**config.mk**
```make
export PLATFORM = sky130hd
export DESIGN_NAME = bsfr_device_end_flat
export DESIGN_NICKNAME = d
export VERILOG_FILES = /design/src/hdl/bsfr_pkg.sv /design/src/hdl/bsfr_link_if.sv /design/src/hdl/bsfr_device_end.sv /design/src/hdl/bsfr_fifo.sv /design/src/flat_wrapper.sv
export SDC_FILE = /design/constraint.sdc
export NUM_CORES = 1
export LEC_CHECK = 0
export BUFFER_PORTS_ARGS = -buffer_cell sky130_fd_sc_hd__buf_2
export CAP_MARGIN = 20
export CORE_MARGIN = 4
export CORE_UTILIZATION = 25
export DETAILED_ROUTE_END_ITERATION = 12
export SLEW_MARGIN = 40
export SYNTH_ARGS = -nofsm -noshare
export SYNTH_HDL_FRONTEND = slang
export SYNTH_SLANG_ARGS = --single-unit
```
**constraint.sdc**
```tcl
create_clock -name clock -period 3.2 [get_ports clock]
set_input_delay 0.48 -clock clock [delete_from_list [all_inputs] [get_ports clock]]
set_output_delay 0.48 -clock clock [all_outputs]
set_load 0.005 [all_outputs]
```
**src/hdl/bsfr_pkg.sv**
```systemverilog
// shared constants and block check function of the framer pair
// assumes one clock shared by both ends and a bit-serial line
package bsfr_pkg;

  // control and framing characters
  localparam logic [7:0] CHAR_SYN = 8'h32;
  localparam logic [7:0] CHAR_DLE = 8'h10;
  localparam logic [7:0] CHAR_STX = 8'h02;
  localparam logic [7:0] CHAR_ETX = 8'h03;
  localparam logic [7:0] CHAR_PAD = 8'hFF;

  // address field values
  localparam logic [7:0] ADDR_NET_CMD = 8'h03;
  localparam logic [7:0] ADDR_NET_RSP = 8'h01;

  // control bit 1 (index 0) low marks an info frame
  localparam int CTRL_KIND_BIT = 0;

  // leading synchronizing characters
  localparam logic [1:0] TX_SYN_COUNT = 2'h3;
  localparam logic [1:0] RX_SYN_MIN = 2'h2;

  // block check generator, reflected form since bits go lsb first
  localparam logic [15:0] BCW_POLY_REV = 16'hA001;
  localparam logic [15:0] BCW_INIT = 16'h0000;

  // info byte buffer: one last-byte flag above eight data bits
  localparam int FIFO_WIDTH = 9;
  localparam int FIFO_DEPTH = 16;

  // line level outside frames
  localparam logic LINE_IDLE = 1'b1;

  function automatic logic [15:0] bsfrCrcByte(input logic [15:0] crcIn, input logic [7:0] dataIn);
    logic [15:0] c;
    logic fb;
    c = crcIn;
    fb = 1'b0;
    for (int i = 0; i < 8; i++)
    begin
      fb = c[0] ^ dataIn[i];
      c = {1'b0, c[15:1]};
      if (fb)
      begin
        c = c ^ BCW_POLY_REV;
      end
    end
    return c;
  endfunction : bsfrCrcByte

endpackage : bsfr_pkg

```
**src/hdl/bsfr_link_if.sv**
```systemverilog
// serial line between the network-side framer and the remote station
// assumes both ends run on the same clock, one line bit per clock
`timescale 1ns/100ps
`default_nettype none
interface bsfr_link_if;
  logic lineBit;
  modport device (output lineBit);
  modport station (input lineBit);
endinterface : bsfr_link_if
`default_nettype wire

```
**src/hdl/bsfr_device_end.sv**
```systemverilog
// network-side frame builder, one frame per request
// assumes the far end samples on the same clock
//
// Overview of operation
// - network side sends exactly three SYN first
// - sender toward network gives two+ SYN
// - one all-ones pad follows block check
// - leading SYN and pad excluded from frame length
// - frame opens with DLE then STX
// - receiver drops phase on bad start pair
// - data portion closes with DLE ETX
// - ETX ends only after odd DLE run
// - two characters after end are check
// - every data DLE is sent doubled; the code doubles info-byte DLEs only, a DLE control byte goes single
// - control marker DLEs are never doubled
// - receiver collapses DLE DLE to one DLE
// - DLE ETX ends transparent receive mode
// - DLE SYN time-fill discarded, not checked
// - block check directly follows end marker
// - check covers address, control, info and end ETX
// - end ETX checked, end DLE not
// - characters go lsb first
// - address 03 command, 01 response here
// - only information frames carry info bytes
`timescale 1ns/100ps
`default_nettype none
module bsfr_device_end (
  // clock and reset
  input wire logic clock,
  input wire logic rst_n,
  // frame request
  input wire logic frameStart,
  input wire logic frameIsResponse,
  input wire logic [7:0] frameControl,
  output logic frameBusy,
  output logic frameDone,
  output logic [15:0] frameLength,
  // information bytes
  input wire logic [7:0] infoData,
  input wire logic infoLast,
  input wire logic infoValid,
  output logic infoReady,
  // serial line
  bsfr_link_if.device link
);
  import bsfr_pkg::*;

  typedef enum logic [3:0] {
    TX_IDLE, TX_SYN, TX_SDLE, TX_STX, TX_ADDR, TX_CTRL, TX_INFO, TX_STUFF,
    TX_FDLE, TX_FSYN, TX_EDLE, TX_ETX, TX_BCL, TX_BCH, TX_PAD
  } bsfr_tx_state_t;

  bsfr_tx_state_t stateReg;
  bsfr_tx_state_t stateNext;
  bsfr_tx_state_t pickState;
  logic [7:0] shiftReg;
  logic [2:0] bitCntReg;
  logic [1:0] synCntReg;
  logic [15:0] crcReg;
  logic [7:0] addrReg;
  logic [7:0] ctrlReg;
  logic infoFrameReg;
  logic lastReg;
  logic curDleReg;
  logic [15:0] lenCntReg;
  logic busyReg;
  logic doneReg;
  logic [15:0] lengthReg;
  logic lineReg;
  logic [7:0] charNext;
  logic [7:0] pickChar;
  logic pickPop;
  logic popSel;
  logic feedCrc;
  logic load;
  logic [FIFO_WIDTH-1:0] fifoOut;
  logic fifoValid;

  bsfr_fifo #(
    .WIDTH(FIFO_WIDTH),
    .DEPTH(FIFO_DEPTH)
  ) u_fifo (
    .clock(clock),
    .rst_n(rst_n),
    .inData({infoLast, infoData}),
    .inValid(infoValid),
    .inReady(infoReady),
    .outData(fifoOut),
    .outValid(fifoValid),
    .outReady(load && popSel)
  );

  // next char loads as the last bit goes out
  assign load = (stateReg == TX_IDLE) ? frameStart : (bitCntReg == 3'h7);

  // what follows a char that may precede info
  always_comb
  begin
    pickState = TX_EDLE;
    pickChar = CHAR_DLE;
    pickPop = 1'b0;
    if (infoFrameReg && !lastReg)
    begin
      if (fifoValid)
      begin
        pickState = TX_INFO;
        pickChar = fifoOut[7:0];
        pickPop = 1'b1;
      end
      else
      begin
        // underrun: time-fill keeps the frame alive
        pickState = TX_FDLE;
        pickChar = CHAR_DLE;
      end
    end
  end

  always_comb
  begin
    stateNext = stateReg;
    charNext = CHAR_PAD;
    popSel = 1'b0;
    feedCrc = 1'b0;
    case (stateReg)
      TX_IDLE:
      begin
        stateNext = TX_SYN;
        charNext = CHAR_SYN;
      end
      TX_SYN:
      begin
        if (synCntReg < TX_SYN_COUNT)
        begin
          charNext = CHAR_SYN;
        end
        else
        begin
          stateNext = TX_SDLE;
          charNext = CHAR_DLE;
        end
      end
      TX_SDLE:
      begin
        stateNext = TX_STX;
        charNext = CHAR_STX;
      end
      TX_STX:
      begin
        stateNext = TX_ADDR;
        charNext = addrReg;
        feedCrc = 1'b1;
      end
      TX_ADDR:
      begin
        stateNext = TX_CTRL;
        charNext = ctrlReg;
        feedCrc = 1'b1;
      end
      TX_CTRL, TX_STUFF, TX_FSYN:
      begin
        stateNext = pickState;
        charNext = pickChar;
        popSel = pickPop;
        feedCrc = pickPop;
      end
      TX_INFO:
      begin
        if (curDleReg)
        begin
          stateNext = TX_STUFF;
          charNext = CHAR_DLE;
        end
        else
        begin
          stateNext = pickState;
          charNext = pickChar;
          popSel = pickPop;
          feedCrc = pickPop;
        end
      end
      TX_FDLE:
      begin
        stateNext = TX_FSYN;
        charNext = CHAR_SYN;
      end
      TX_EDLE:
      begin
        stateNext = TX_ETX;
        charNext = CHAR_ETX;
        feedCrc = 1'b1;
      end
      TX_ETX:
      begin
        stateNext = TX_BCL;
        charNext = crcReg[7:0];
      end
      TX_BCL:
      begin
        stateNext = TX_BCH;
        charNext = crcReg[15:8];
      end
      TX_BCH:
      begin
        stateNext = TX_PAD;
        charNext = CHAR_PAD;
      end
      TX_PAD:
      begin
        stateNext = TX_IDLE;
      end
      default:
      begin
        stateNext = TX_IDLE;
      end
    endcase
  end

  // sequencing and serialiser
  always_ff @(posedge clock or negedge rst_n)
  begin
    if (!rst_n)
    begin
      stateReg <= TX_IDLE;
      shiftReg <= 8'hFF;
      bitCntReg <= 3'h0;
      lineReg <= LINE_IDLE;
    end
    else if (load)
    begin
      stateReg <= stateNext;
      bitCntReg <= 3'h0;
      if (stateNext == TX_IDLE)
      begin
        lineReg <= LINE_IDLE;
        shiftReg <= 8'hFF;
      end
      else
      begin
        lineReg <= charNext[0];
        shiftReg <= {1'b1, charNext[7:1]};
      end
    end
    else if (stateReg != TX_IDLE)
    begin
      bitCntReg <= bitCntReg + 3'h1;
      lineReg <= shiftReg[0];
      shiftReg <= {1'b1, shiftReg[7:1]};
    end
  end

  // header fields, latched on request
  always_ff @(posedge clock or negedge rst_n)
  begin
    if (!rst_n)
    begin
      addrReg <= ADDR_NET_CMD;
      ctrlReg <= 8'h00;
      infoFrameReg <= 1'b0;
    end
    else if (stateReg == TX_IDLE && frameStart)
    begin
      addrReg <= frameIsResponse ? ADDR_NET_RSP : ADDR_NET_CMD;
      ctrlReg <= frameControl;
      infoFrameReg <= !frameControl[CTRL_KIND_BIT];
    end
  end

  // per-frame SYN count, last byte, DLE double, check
  always_ff @(posedge clock or negedge rst_n)
  begin
    if (!rst_n)
    begin
      synCntReg <= 2'h0;
      lastReg <= 1'b0;
      curDleReg <= 1'b0;
      crcReg <= BCW_INIT;
    end
    else if (load)
    begin
      if (stateReg == TX_IDLE)
      begin
        synCntReg <= 2'h1;
        lastReg <= 1'b0;
        crcReg <= BCW_INIT;
      end
      else if (stateNext == TX_SYN)
      begin
        synCntReg <= synCntReg + 2'h1;
      end
      if (popSel)
      begin
        lastReg <= fifoOut[8];
        curDleReg <= (fifoOut[7:0] == CHAR_DLE);
      end
      if (feedCrc)
      begin
        crcReg <= bsfrCrcByte(crcReg, charNext);
      end
    end
  end

  // length spans start marker to check word
  always_ff @(posedge clock or negedge rst_n)
  begin
    if (!rst_n)
    begin
      lenCntReg <= 16'h0000;
      lengthReg <= 16'h0000;
      busyReg <= 1'b0;
      doneReg <= 1'b0;
    end
    else
    begin
      doneReg <= 1'b0;
      if (load && stateReg == TX_IDLE)
      begin
        lenCntReg <= 16'h0000;
        busyReg <= 1'b1;
      end
      else if (load && stateNext != TX_SYN && stateNext != TX_PAD && stateNext != TX_IDLE)
      begin
        lenCntReg <= lenCntReg + 16'h0001;
      end
      if (load && stateReg == TX_PAD)
      begin
        lengthReg <= lenCntReg;
        busyReg <= 1'b0;
        doneReg <= 1'b1;
      end
    end
  end

  assign frameBusy = busyReg;
  assign frameDone = doneReg;
  assign frameLength = lengthReg;
  assign link.lineBit = lineReg;
endmodule : bsfr_device_end
`default_nettype wire

```
**src/hdl/bsfr_fifo.sv**
```systemverilog
// synchronous fifo with valid/ready on both sides
// assumes a single clock; depth need not be a power of two
`timescale 1ns/100ps
`default_nettype none
module bsfr_fifo #(
  parameter int WIDTH = 9,
  parameter int DEPTH = 16
) (
  // clock and reset
  input wire logic clock,
  input wire logic rst_n,
  // fill side
  input wire logic [WIDTH-1:0] inData,
  input wire logic inValid,
  output logic inReady,
  // drain side
  output logic [WIDTH-1:0] outData,
  output logic outValid,
  input wire logic outReady
);
  import bsfr_pkg::*;

  localparam int PW = (DEPTH > 1) ? $clog2(DEPTH) : 1;
  localparam int CW = $clog2(DEPTH + 1);
  localparam logic [PW-1:0] LAST_IDX = PW'(DEPTH - 1);
  localparam logic [CW-1:0] FULL_CNT = CW'(DEPTH);

  logic [WIDTH-1:0] memReg [DEPTH];
  logic [PW-1:0] wrPtrReg;
  logic [PW-1:0] rdPtrReg;
  logic [CW-1:0] countReg;
  logic [CW-1:0] countNext;
  logic readyReg;
  logic doPush;
  logic doPop;

  assign doPush = inValid && readyReg;
  assign doPop = outReady && (countReg != '0);
  assign outValid = (countReg != '0);
  assign outData = memReg[rdPtrReg];
  assign inReady = readyReg;

  always_comb
  begin
    countNext = countReg;
    if (doPush && !doPop)
    begin
      countNext = countReg + CW'(1);
    end
    else if (doPop && !doPush)
    begin
      countNext = countReg - CW'(1);
    end
  end

  genvar e;
  generate
    for (e = 0; e < DEPTH; e++)
    begin : g_entry
      always_ff @(posedge clock or negedge rst_n)
      begin
        if (!rst_n)
        begin
          memReg[e] <= '0;
        end
        else if (doPush && (wrPtrReg == PW'(e)))
        begin
          memReg[e] <= inData;
        end
      end
    end
  endgenerate

  always_ff @(posedge clock or negedge rst_n)
  begin
    if (!rst_n)
    begin
      wrPtrReg <= '0;
      rdPtrReg <= '0;
      countReg <= '0;
      readyReg <= 1'b0;
    end
    else
    begin
      if (doPush)
      begin
        wrPtrReg <= (wrPtrReg == LAST_IDX) ? '0 : wrPtrReg + PW'(1);
      end
      if (doPop)
      begin
        rdPtrReg <= (rdPtrReg == LAST_IDX) ? '0 : rdPtrReg + PW'(1);
      end
      countReg <= countNext;
      // registered so the fill side never sees a combinational path from the drain
      readyReg <= (countNext != FULL_CNT);
    end
  end
endmodule : bsfr_fifo
`default_nettype wire

```
**src/flat_wrapper.sv**
```systemverilog
// flat-port wrapper written by rule: the top's interface ports become plain ports
module bsfr_device_end_flat import bsfr_pkg::*;
  (clock, rst_n, frameStart, frameIsResponse, frameControl, frameBusy, frameDone, frameLength, infoData, infoLast, infoValid, infoReady, link_lineBit);
  bsfr_link_if link_i ();
  input wire logic clock;
  input wire logic rst_n;
  input wire logic frameStart;
  input wire logic frameIsResponse;
  input wire logic [7:0] frameControl;
  output logic frameBusy;
  output logic frameDone;
  output logic [15:0] frameLength;
  input wire logic [7:0] infoData;
  input wire logic infoLast;
  input wire logic infoValid;
  output logic infoReady;
  output wire logic [$bits(link_i.lineBit)-1:0] link_lineBit;
  assign link_lineBit = link_i.lineBit;
  bsfr_device_end u_core (.clock(clock), .rst_n(rst_n), .frameStart(frameStart), .frameIsResponse(frameIsResponse), .frameControl(frameControl), .frameBusy(frameBusy), .frameDone(frameDone), .frameLength(frameLength), .infoData(infoData), .infoLast(infoLast), .infoValid(infoValid), .infoReady(infoReady), .link(link_i));
endmodule
```
==> results of run 1 <==
-- cell type report --
| type | count | share of cell area |
|---|---|---|
| Tap cell | 600 | 0.05441 |
| Antenna cell | 1 | 0.0001814 |
| Timing Repair Buffer | 119 | 0.06357 |
| Multi-Input combinational cell | 639 | 0.3828 |
| Inverter | 16 | 0.004353 |
| Sequential cell | 237 | 0.4308 |
| Clock buffer | 36 | 0.05359 |
| Clock inverter | 11 | 0.01034 |
-- state kept, by name, indices dropped and copies added (netlist names) --
| name | cells |
|---|---|
| u_core.u_fifo.memReg | 144 |
| u_core.crcReg | 16 |
| u_core.frameLength | 16 |
| u_core.lenCntReg | 16 |
| u_core.ctrlReg | 8 |
| u_core.shiftReg | 7 |
| u_core.u_fifo.countReg | 5 |
| u_core.stateReg | 4 |
| u_core.u_fifo.rdPtrReg | 4 |
| u_core.u_fifo.wrPtrReg | 4 |
| u_core.bitCntReg | 3 |
| u_core.synCntReg | 2 |
| u_core.addrReg | 1 |
| u_core.curDleReg | 1 |
| u_core.frameBusy | 1 |
| u_core.frameDone | 1 |
| u_core.infoFrameReg | 1 |
| u_core.lastReg | 1 |
| u_core.link.lineBit | 1 |
| u_core.u_fifo.inReady | 1 |
-- cells in the final DEF (no fill, tap or decap), types with 5 or more instances in the layout --
cell type / Yosys / routed
a21oi_1: 23 / 23
dfstp_2: 9 / 9
o21ai_0: 50 / 47
buf_12: 0 / 5
ha_1: 12 / 12
mux2i_1: 26 / 22
nor3b_1: 6 / 5
nor3_1: 5 / 5
nand2b_1: 6 / 6
clkbuf_16: 0 / 27
buf_2: 11 / 40
xnor2_1: 26 / 23
o22ai_1: 12 / 12
nor2_1: 40 / 40
nor2b_1: 7 / 6
xor2_1: 15 / 15
inv_1: 15 / 15
and3_1: 5 / 5
buf_4: 2 / 69
nand2_1: 118 / 118
nand3_1: 32 / 32
mux2_2: 156 / 156
clkbuf_1: 35 / 6
mux4_2: 25 / 26
dfrtp_1: 228 / 226
-- routing by layer --
layer	vias up	wire [um]
met5	-	0
met4	0	624
met3	43	1135
met2	146	13240
met1	3929	12930
li1	3588	-
-- metrics by stage --
stage | area, sq um | utilization | total power [mW]
6_report | 13800 | 0.3047 | 13.55
5_1_grt | 13800 | 0.3047 | 14.41
4_1_cts | 13700 | 0.3026 | 13.41
3_5_place_dp | 12750 | 0.2815 | 10.18
3_3_place_gp | 12750 | 0.2815 | 10.03
2_1_floorplan | 11430 | - | 8.401
-- power by group --
group	internal, mW	switching, mW	total (mW)
clock	1.86	1.23	3.08
sequential	4.19	0.734	4.93
combinational	3.08	2.46	5.54
-- synth_stat cells (4+ instances only) --
master    number  area [sq um]
inv_1         15         56.30
nor3_1         5         25.02
dfrtp_1      228          5705
buf_2         11         55.05
ha_1          12         150.1
nand2_1      118         442.9
nand2b_1       6         37.54
xor2_1        15         131.4
a21oi_1       23         115.1
o31ai_1        5         37.54
mux2i_1       26         260.3
xnor2_1       26         227.7
and3_1         5         31.28
nor2b_1        7         43.79
o21ai_0       50         250.2
mux4_1         4         105.1
and2_1         4         25.02
nor2_1        40         150.1
nand3_1       32         160.2
o22ai_1       12         75.07
nor3b_1        6         45.04
dfstp_2        9         236.5
mux2_2       156          1757
clkbuf_1      35         131.4
mux4_2        25         563.0
a22o_1         4         35.03
-- logic make-up after synthesis --
kind of cell / synth area share
xor gates and xnor gates: 0.03743
buffers and inverters: 0.02627
muxes: 0.2359
adders and majority gates: 0.01313
AOI/OAI and AO/OA: 0.07345
and+or+nand+nor: 0.09402
DFF: 0.5198
-- worst max-delay path, stage by stage (launching register included) --
cell and delay (ns):
dfrtp_2 0.44, buf_12 0.16, mux2_2 0.22, o22ai_1 0.08
o31ai_2 0.48, a311oi_1 0.17, buf_4 0.18, xnor2_2 0.22
xnor3_1 0.39, xnor3_2 0.42, buf_6 0.14, xor2_1 0.16
o21ai_1 0.15
-- repair_timing --
item                                    CTS  global route
buffers inserted                          4             3
endpoints found under the hold margin    71             0
gates resized for setup                   9            16
endpoints found under the setup margin    3             3
hold buffers                              1             0
pin swaps                                 1             7
-- worst max path at each step --
stage | startpoint | end | slack, ns
after floorplan | u_core.u_fifo.rdPtrReg[2] | u_core.crcReg[0] | 0.01
after global placement | u_core.u_fifo.rdPtrReg[1] | u_core.crcReg[15] | -0.04
after detailed placement | u_core.u_fifo.rdPtrReg[2] | u_core.crcReg[0] | -0.11
after CTS | u_core.u_fifo.rdPtrReg[1] | u_core.crcReg[0] | -0.03
after global routing | u_core.u_fifo.rdPtrReg[2] | u_core.crcReg[14] | -0.24
final | u_core.u_fifo.rdPtrReg[1] | u_core.crcReg[14] | -0.12
==> results.md, run 1 <==
* Via count at between 7,000 and 8,000
* Num CTS Buffers at 27
* Depth of the CTS H-tree at 1
* DRC Markers at 0
* Fill cell count at between 4,000 and 5,000
* Worst slew margin at 0.5376
* Reg clk slew, reported paths at roughly 0.06 ns
* Unique masters post-synth at between 60 and 70
* Number of clock sinks at around 240
* CP Class: flip-flop to flip-flop
* Critical-path maximum fanout at 12
* Initial antenna violation count at 1
* Sequential cell area at 0.005944 sq mm
* CTS tree: yes
* Hold slack at 0.1349 ns
* Post-synthesis sequential area ratio at 0.5198
* RR Startpoint: u_core.u_fifo.rdPtrReg[1]
* Async S/R FF share, synth at 1.000
* Chip width at roughly 220 um
* Final WL at 27,930 um
* Setup crit end kind: flip-flop
* Port Buffers at between 40 and 50
* Root buf cell: clkbuf_16
* Layout cells sized above 1 at 0.3535
* Arrival time worst endpoint at ~3.8 ns
* Post-synth EDFFs at 0
* Met2 GRT Util at 0.1823
* Worst R2R Setup Slack at -0.12 ns
* First-pass GRT wire length at roughly 45,000 um
* RSZ-0062 raised after global routing: yes
* Final setup viols at 3
* Least-Margin Pin Slew at 0.6920 ns
* Global routing usage on met1 at 0.1577
* GR Util All Layers at 0.1116
* GP Congestion at about 0.83
* Hold path endpoint: u_core.addrReg[1]
* Ys Warns at 0
* CTS Buffer Depth at 3
* P_leak at 6.081 nW
* Most used DFF post-synth: dfrtp_1
* Met3 GRT Util at 0.01801
* Worst R2R End: u_core.crcReg[14]
* Post-layout worst setup margin at -0.1165 ns
* NumNets Final at 1,074
* Worst slack at placement at -0.1100 ns
* Hold/Removal Path Class: input pin to flip-flop
* Syn Nets at 980
* Starting Density at 0.2524
* Final std cells w/o fill at 1,659
* Area of the multi-input gates at 0.005281 sq mm
* Syn Area/Cell at between 10 and 15 sq um
* Post-route setup TNS at -0.2087 ns
* Peak VDD IR at between 0.4 and 0.5 mV
* Core ar. at between 0.04 and 0.05 sq mm
* #FFs+latches synth at 237
* Failing checks: setup timing
* Max Cap Viol at 0
* Die height at around 220 um
* Netlist Area Pre-Place at between 0.01 and 0.015 sq mm
* Cell depth of the worst hold path at 2
* Avg WL per Cell at 16.84 um
* Period Utilization, post-route at 1.036
* # rows at 78
* Die area at 0.04921 sq mm
* CP Launch Type: flip-flop
* Worst Hold Launch: frameIsResponse
* Vias per cell at 4.645
* Final Skew at roughly 0.017 ns
* Largest net degree at the start of global routing at 76
* Vias in the first global route at between 7,000 and 8,000
* Period minus WS final at between 3 and 4 ns
* Post-route ant nets at 0
* GR Overflow Total at 0
* Final slew viol count at 0
* FF-to-FF path depth at 12
* Syn Inst Count at approximately 950
* Worst endpoint required time at around 3.7 ns
* Placed insts at between 1,500 and 2,000
* Dpl hpwl at ~19,000 um
* Status: finished with violations
* DR pass1 iterations at 5
* Area Growth Syn to Fin at 20.71%
* Grt peak-use layer: met2
* Endpoints failing hold at 0
* Power per Cell Area at ~1000 mW/mm^2
* Iter 0 DRT Violations at 572
* Clock Latency Late Sink at about 0.53 ns
* Ports at 42
* FMAX at roughly 300 MHz
No activity file was read; power rests on OpenSTA's default activity.
==> inputs of run 2 (changes only) <==
--- a/config.mk
+++ b/config.mk
@@ -7,8 +7,9 @@
 export LEC_CHECK = 0
 export BUFFER_PORTS_ARGS = -buffer_cell sky130_fd_sc_hd__buf_2
 export CAP_MARGIN = 20
+export CORE_ASPECT_RATIO = 1.25
 export CORE_MARGIN = 4
-export CORE_UTILIZATION = 25
+export CORE_UTILIZATION = 30
 export DETAILED_ROUTE_END_ITERATION = 12
 export SLEW_MARGIN = 40
 export SYNTH_ARGS = -nofsm -noshare
==> results.md, run 2 (synthesis results as in run 1) <==
* Status: finished with violations
* Failing checks: setup timing
* Die area at 0.04131 sq mm
* Peak VDD IR at 0.4783 mV
* CTS tree: yes
* Starting Density at 0.3051
* CP Class: flip-flop to flip-flop
* Worst-path cell chain: buf_6, buf_6, mux2_2, nor3b_2, o31ai_1, buf_4, a311oi_4, xnor2_2, xnor3_1, xnor3_2, buf_6, xor2_1, o21ai_1
* DR pass1 iterations at 5
* Endpoints failing hold at 0
* Area Growth Syn to Fin at 20.26%
* Avg WL per Cell at approximately 17 um
* Least-Margin Pin Slew at 0.7091 ns
* CP max stage delay at between 0.4 and 0.5 ns
* GP Congestion at about 0.8
* # rows at 79
* Period minus WS final at about 3.2 ns
* Root buf cell: clkbuf_16
* Final Skew at 0.01150 ns
* Hold/Removal Path Class: input pin to flip-flop
* Iter 0 DRT Violations at ~380
* Final slew viol count at 0
* Post-layout worst setup margin at -0.01080 ns
* CP Launch Type: flip-flop
* Pwr Total at approximately 14 mW
* Antenna cells at 0
* Sequential cell area at a little under 0.006 sq mm
* Final WL at 26,950 um
* Num CTS Buffers at 27
* Port Buffers at 41
* Chip width at between 150 and 200 um
* Critical-path maximum fanout at 5
* Area of the multi-input gates at roughly 0.0053 sq mm
* Vias per cell at approximately 5
* Largest net degree at the start of global routing at slightly below 90
* Critical-path top delay cell: xnor3_2
* Via count at 7,688
* Reg clk slew, reported paths at approximately 0.06 ns
* CTS Buffer Depth at 3
* Worst R2R Setup Slack at -0.01 ns
* Ports at between 40 and 50
* Largest register FFs at ~140
* Fill cell count at roughly 3,600
* DRC Markers at 0
* Power per Cell Area at 988.4 mW/mm^2
* Dpl hpwl at around 18,000 um
* P_leak at between 6 and 7 nW
* Most common cell after layout, fill and taps aside: dfrtp_1
* NumNets Final at between 1,000 and 1,500
* First-pass GRT wire length at between 40,000 and 50,000 um
* Worst slew margin at 0.5273
* Fin util at 0.3670
* Arrival time worst endpoint at roughly 3.7 ns
* Core ar. at roughly 0.037 sq mm
* Initial antenna violation count at 1
* Post-route ant nets at 0
* Setup crit end kind: flip-flop
* Reg with most FFs: u_core.u_fifo.memReg
* Placed insts at ~1,500
* Die height at between 200 and 250 um
* Worst endpoint required time at between 3 and 4 ns
* Clock Latency Late Sink at roughly 0.53 ns
* Critical Path Most Common Cell: buf_6
* Layout cells sized above 1 at 0.3608
* Hold slack at approximately 0.12 ns
* RSZ-0062 raised after global routing: yes
* Final std cells w/o fill at between 1,500 and 2,000
* Vias in the first global route at between 7,000 and 8,000
* GR Overflow Total at 0
* Depth of the CTS H-tree at 1
* GR Util All Layers at 0.1311
* Final setup viols at 1
* Commonest cells after routing, fill and taps aside: 224 x dfrtp_1, 156 x mux2_2, 118 x nand2_1
* Number of clock sinks at about 240
* Period Utilization, post-route at 1.003
* Max Cap Viol at 0
* FMAX at about 310 MHz
==> run 2: cell count changes in the layout (fill, tap and decap cells not counted), sizes merged <==
cell	previous run	this run
diode	1	0
bufinv	3	5
inv	17	16
clkbuf	36	37
clkinvlp	2	0
buf	118	115
clkinv	5	6
==> run 2: path summary, 6_finish.rpt <==
path                                           start                        end  cells past startpoint
max in group asynchronous                      rst_n  u_core.u_fifo.rdPtrReg[1]                      3
setup / recovery           u_core.u_fifo.rdPtrReg[1]          u_core.crcReg[14]                     13
setup reg to reg           u_core.u_fifo.rdPtrReg[1]          u_core.crcReg[14]                     13
hold reg to reg                u_core.frameLength[9]      u_core.frameLength[9]                      2
hold / removal                       frameIsResponse          u_core.addrReg[1]                      2
min in group asynchronous                      rst_n     u_core.frameLength[10]                      2
==> run 2: through the flow <==
stage / instance area, sq um / setup TNS, ns / worst slack (ns)
5_1_grt: 13750 / -0.2402 / -0.1089
3_5_place_dp: 12510 / -0.2185 / -0.1095
4_1_cts: 13580 / 0 / 0.002421
6_report: 13750 / -0.01080 / -0.01080
3_3_place_gp: 12510 / -0.03125 / -0.01964
2_1_floorplan: 11430 / 0 / 0.009812
==> run 2: cell type report <==
cell class / count / area share
clock inverters: 11 / 0.01311
multi-input cells: 639 / 0.3883
well taps: 486 / 0.04423
inverters: 16 / 0.004369
repair buffers: 116 / 0.06189
flip-flops and latches: 237 / 0.4326
clock buffers: 37 / 0.05552
==> run 2: worst max-delay path, delay by kind of cell (launching register included) <==
family	cells	cell delay [ns]
compound gates	3	0.57
simple gates	1	0.18
xor+xnor	4	1.13
buf+inv	4	0.54
flops	1	0.39
mux	1	0.33
==> run 2: power by group <==
group / switching (mW) / total, mW / internal, mW
sequential: 0.708 / 4.91 / 4.20
combinational: 2.39 / 5.40 / 3.01
clock: 1.23 / 3.28 / 2.06
total: 4.32 / 13.6 / 9.26
==> run 2: timing repair <==
item | in CTS | in global routing
setup endpoints to repair | 3 | 5
resized for setup | 10 | 30
hold buffers | 1 | 0
hold endpoints to repair | 22 | 0
pin swaps | 3 | 15
setup buffers | 10 | 5
==> run 2: per-layer routing <==
metal / vias to the layer above / track usage / wire length [um]
met5: - / 0 / 13
met4: 2 / 0.02979 / 530
met3: 35 / 0.01998 / 1101
met2: 168 / 0.2278 / 13530
met1: 3908 / 0.1733 / 11770
li1: 3575 / - / -
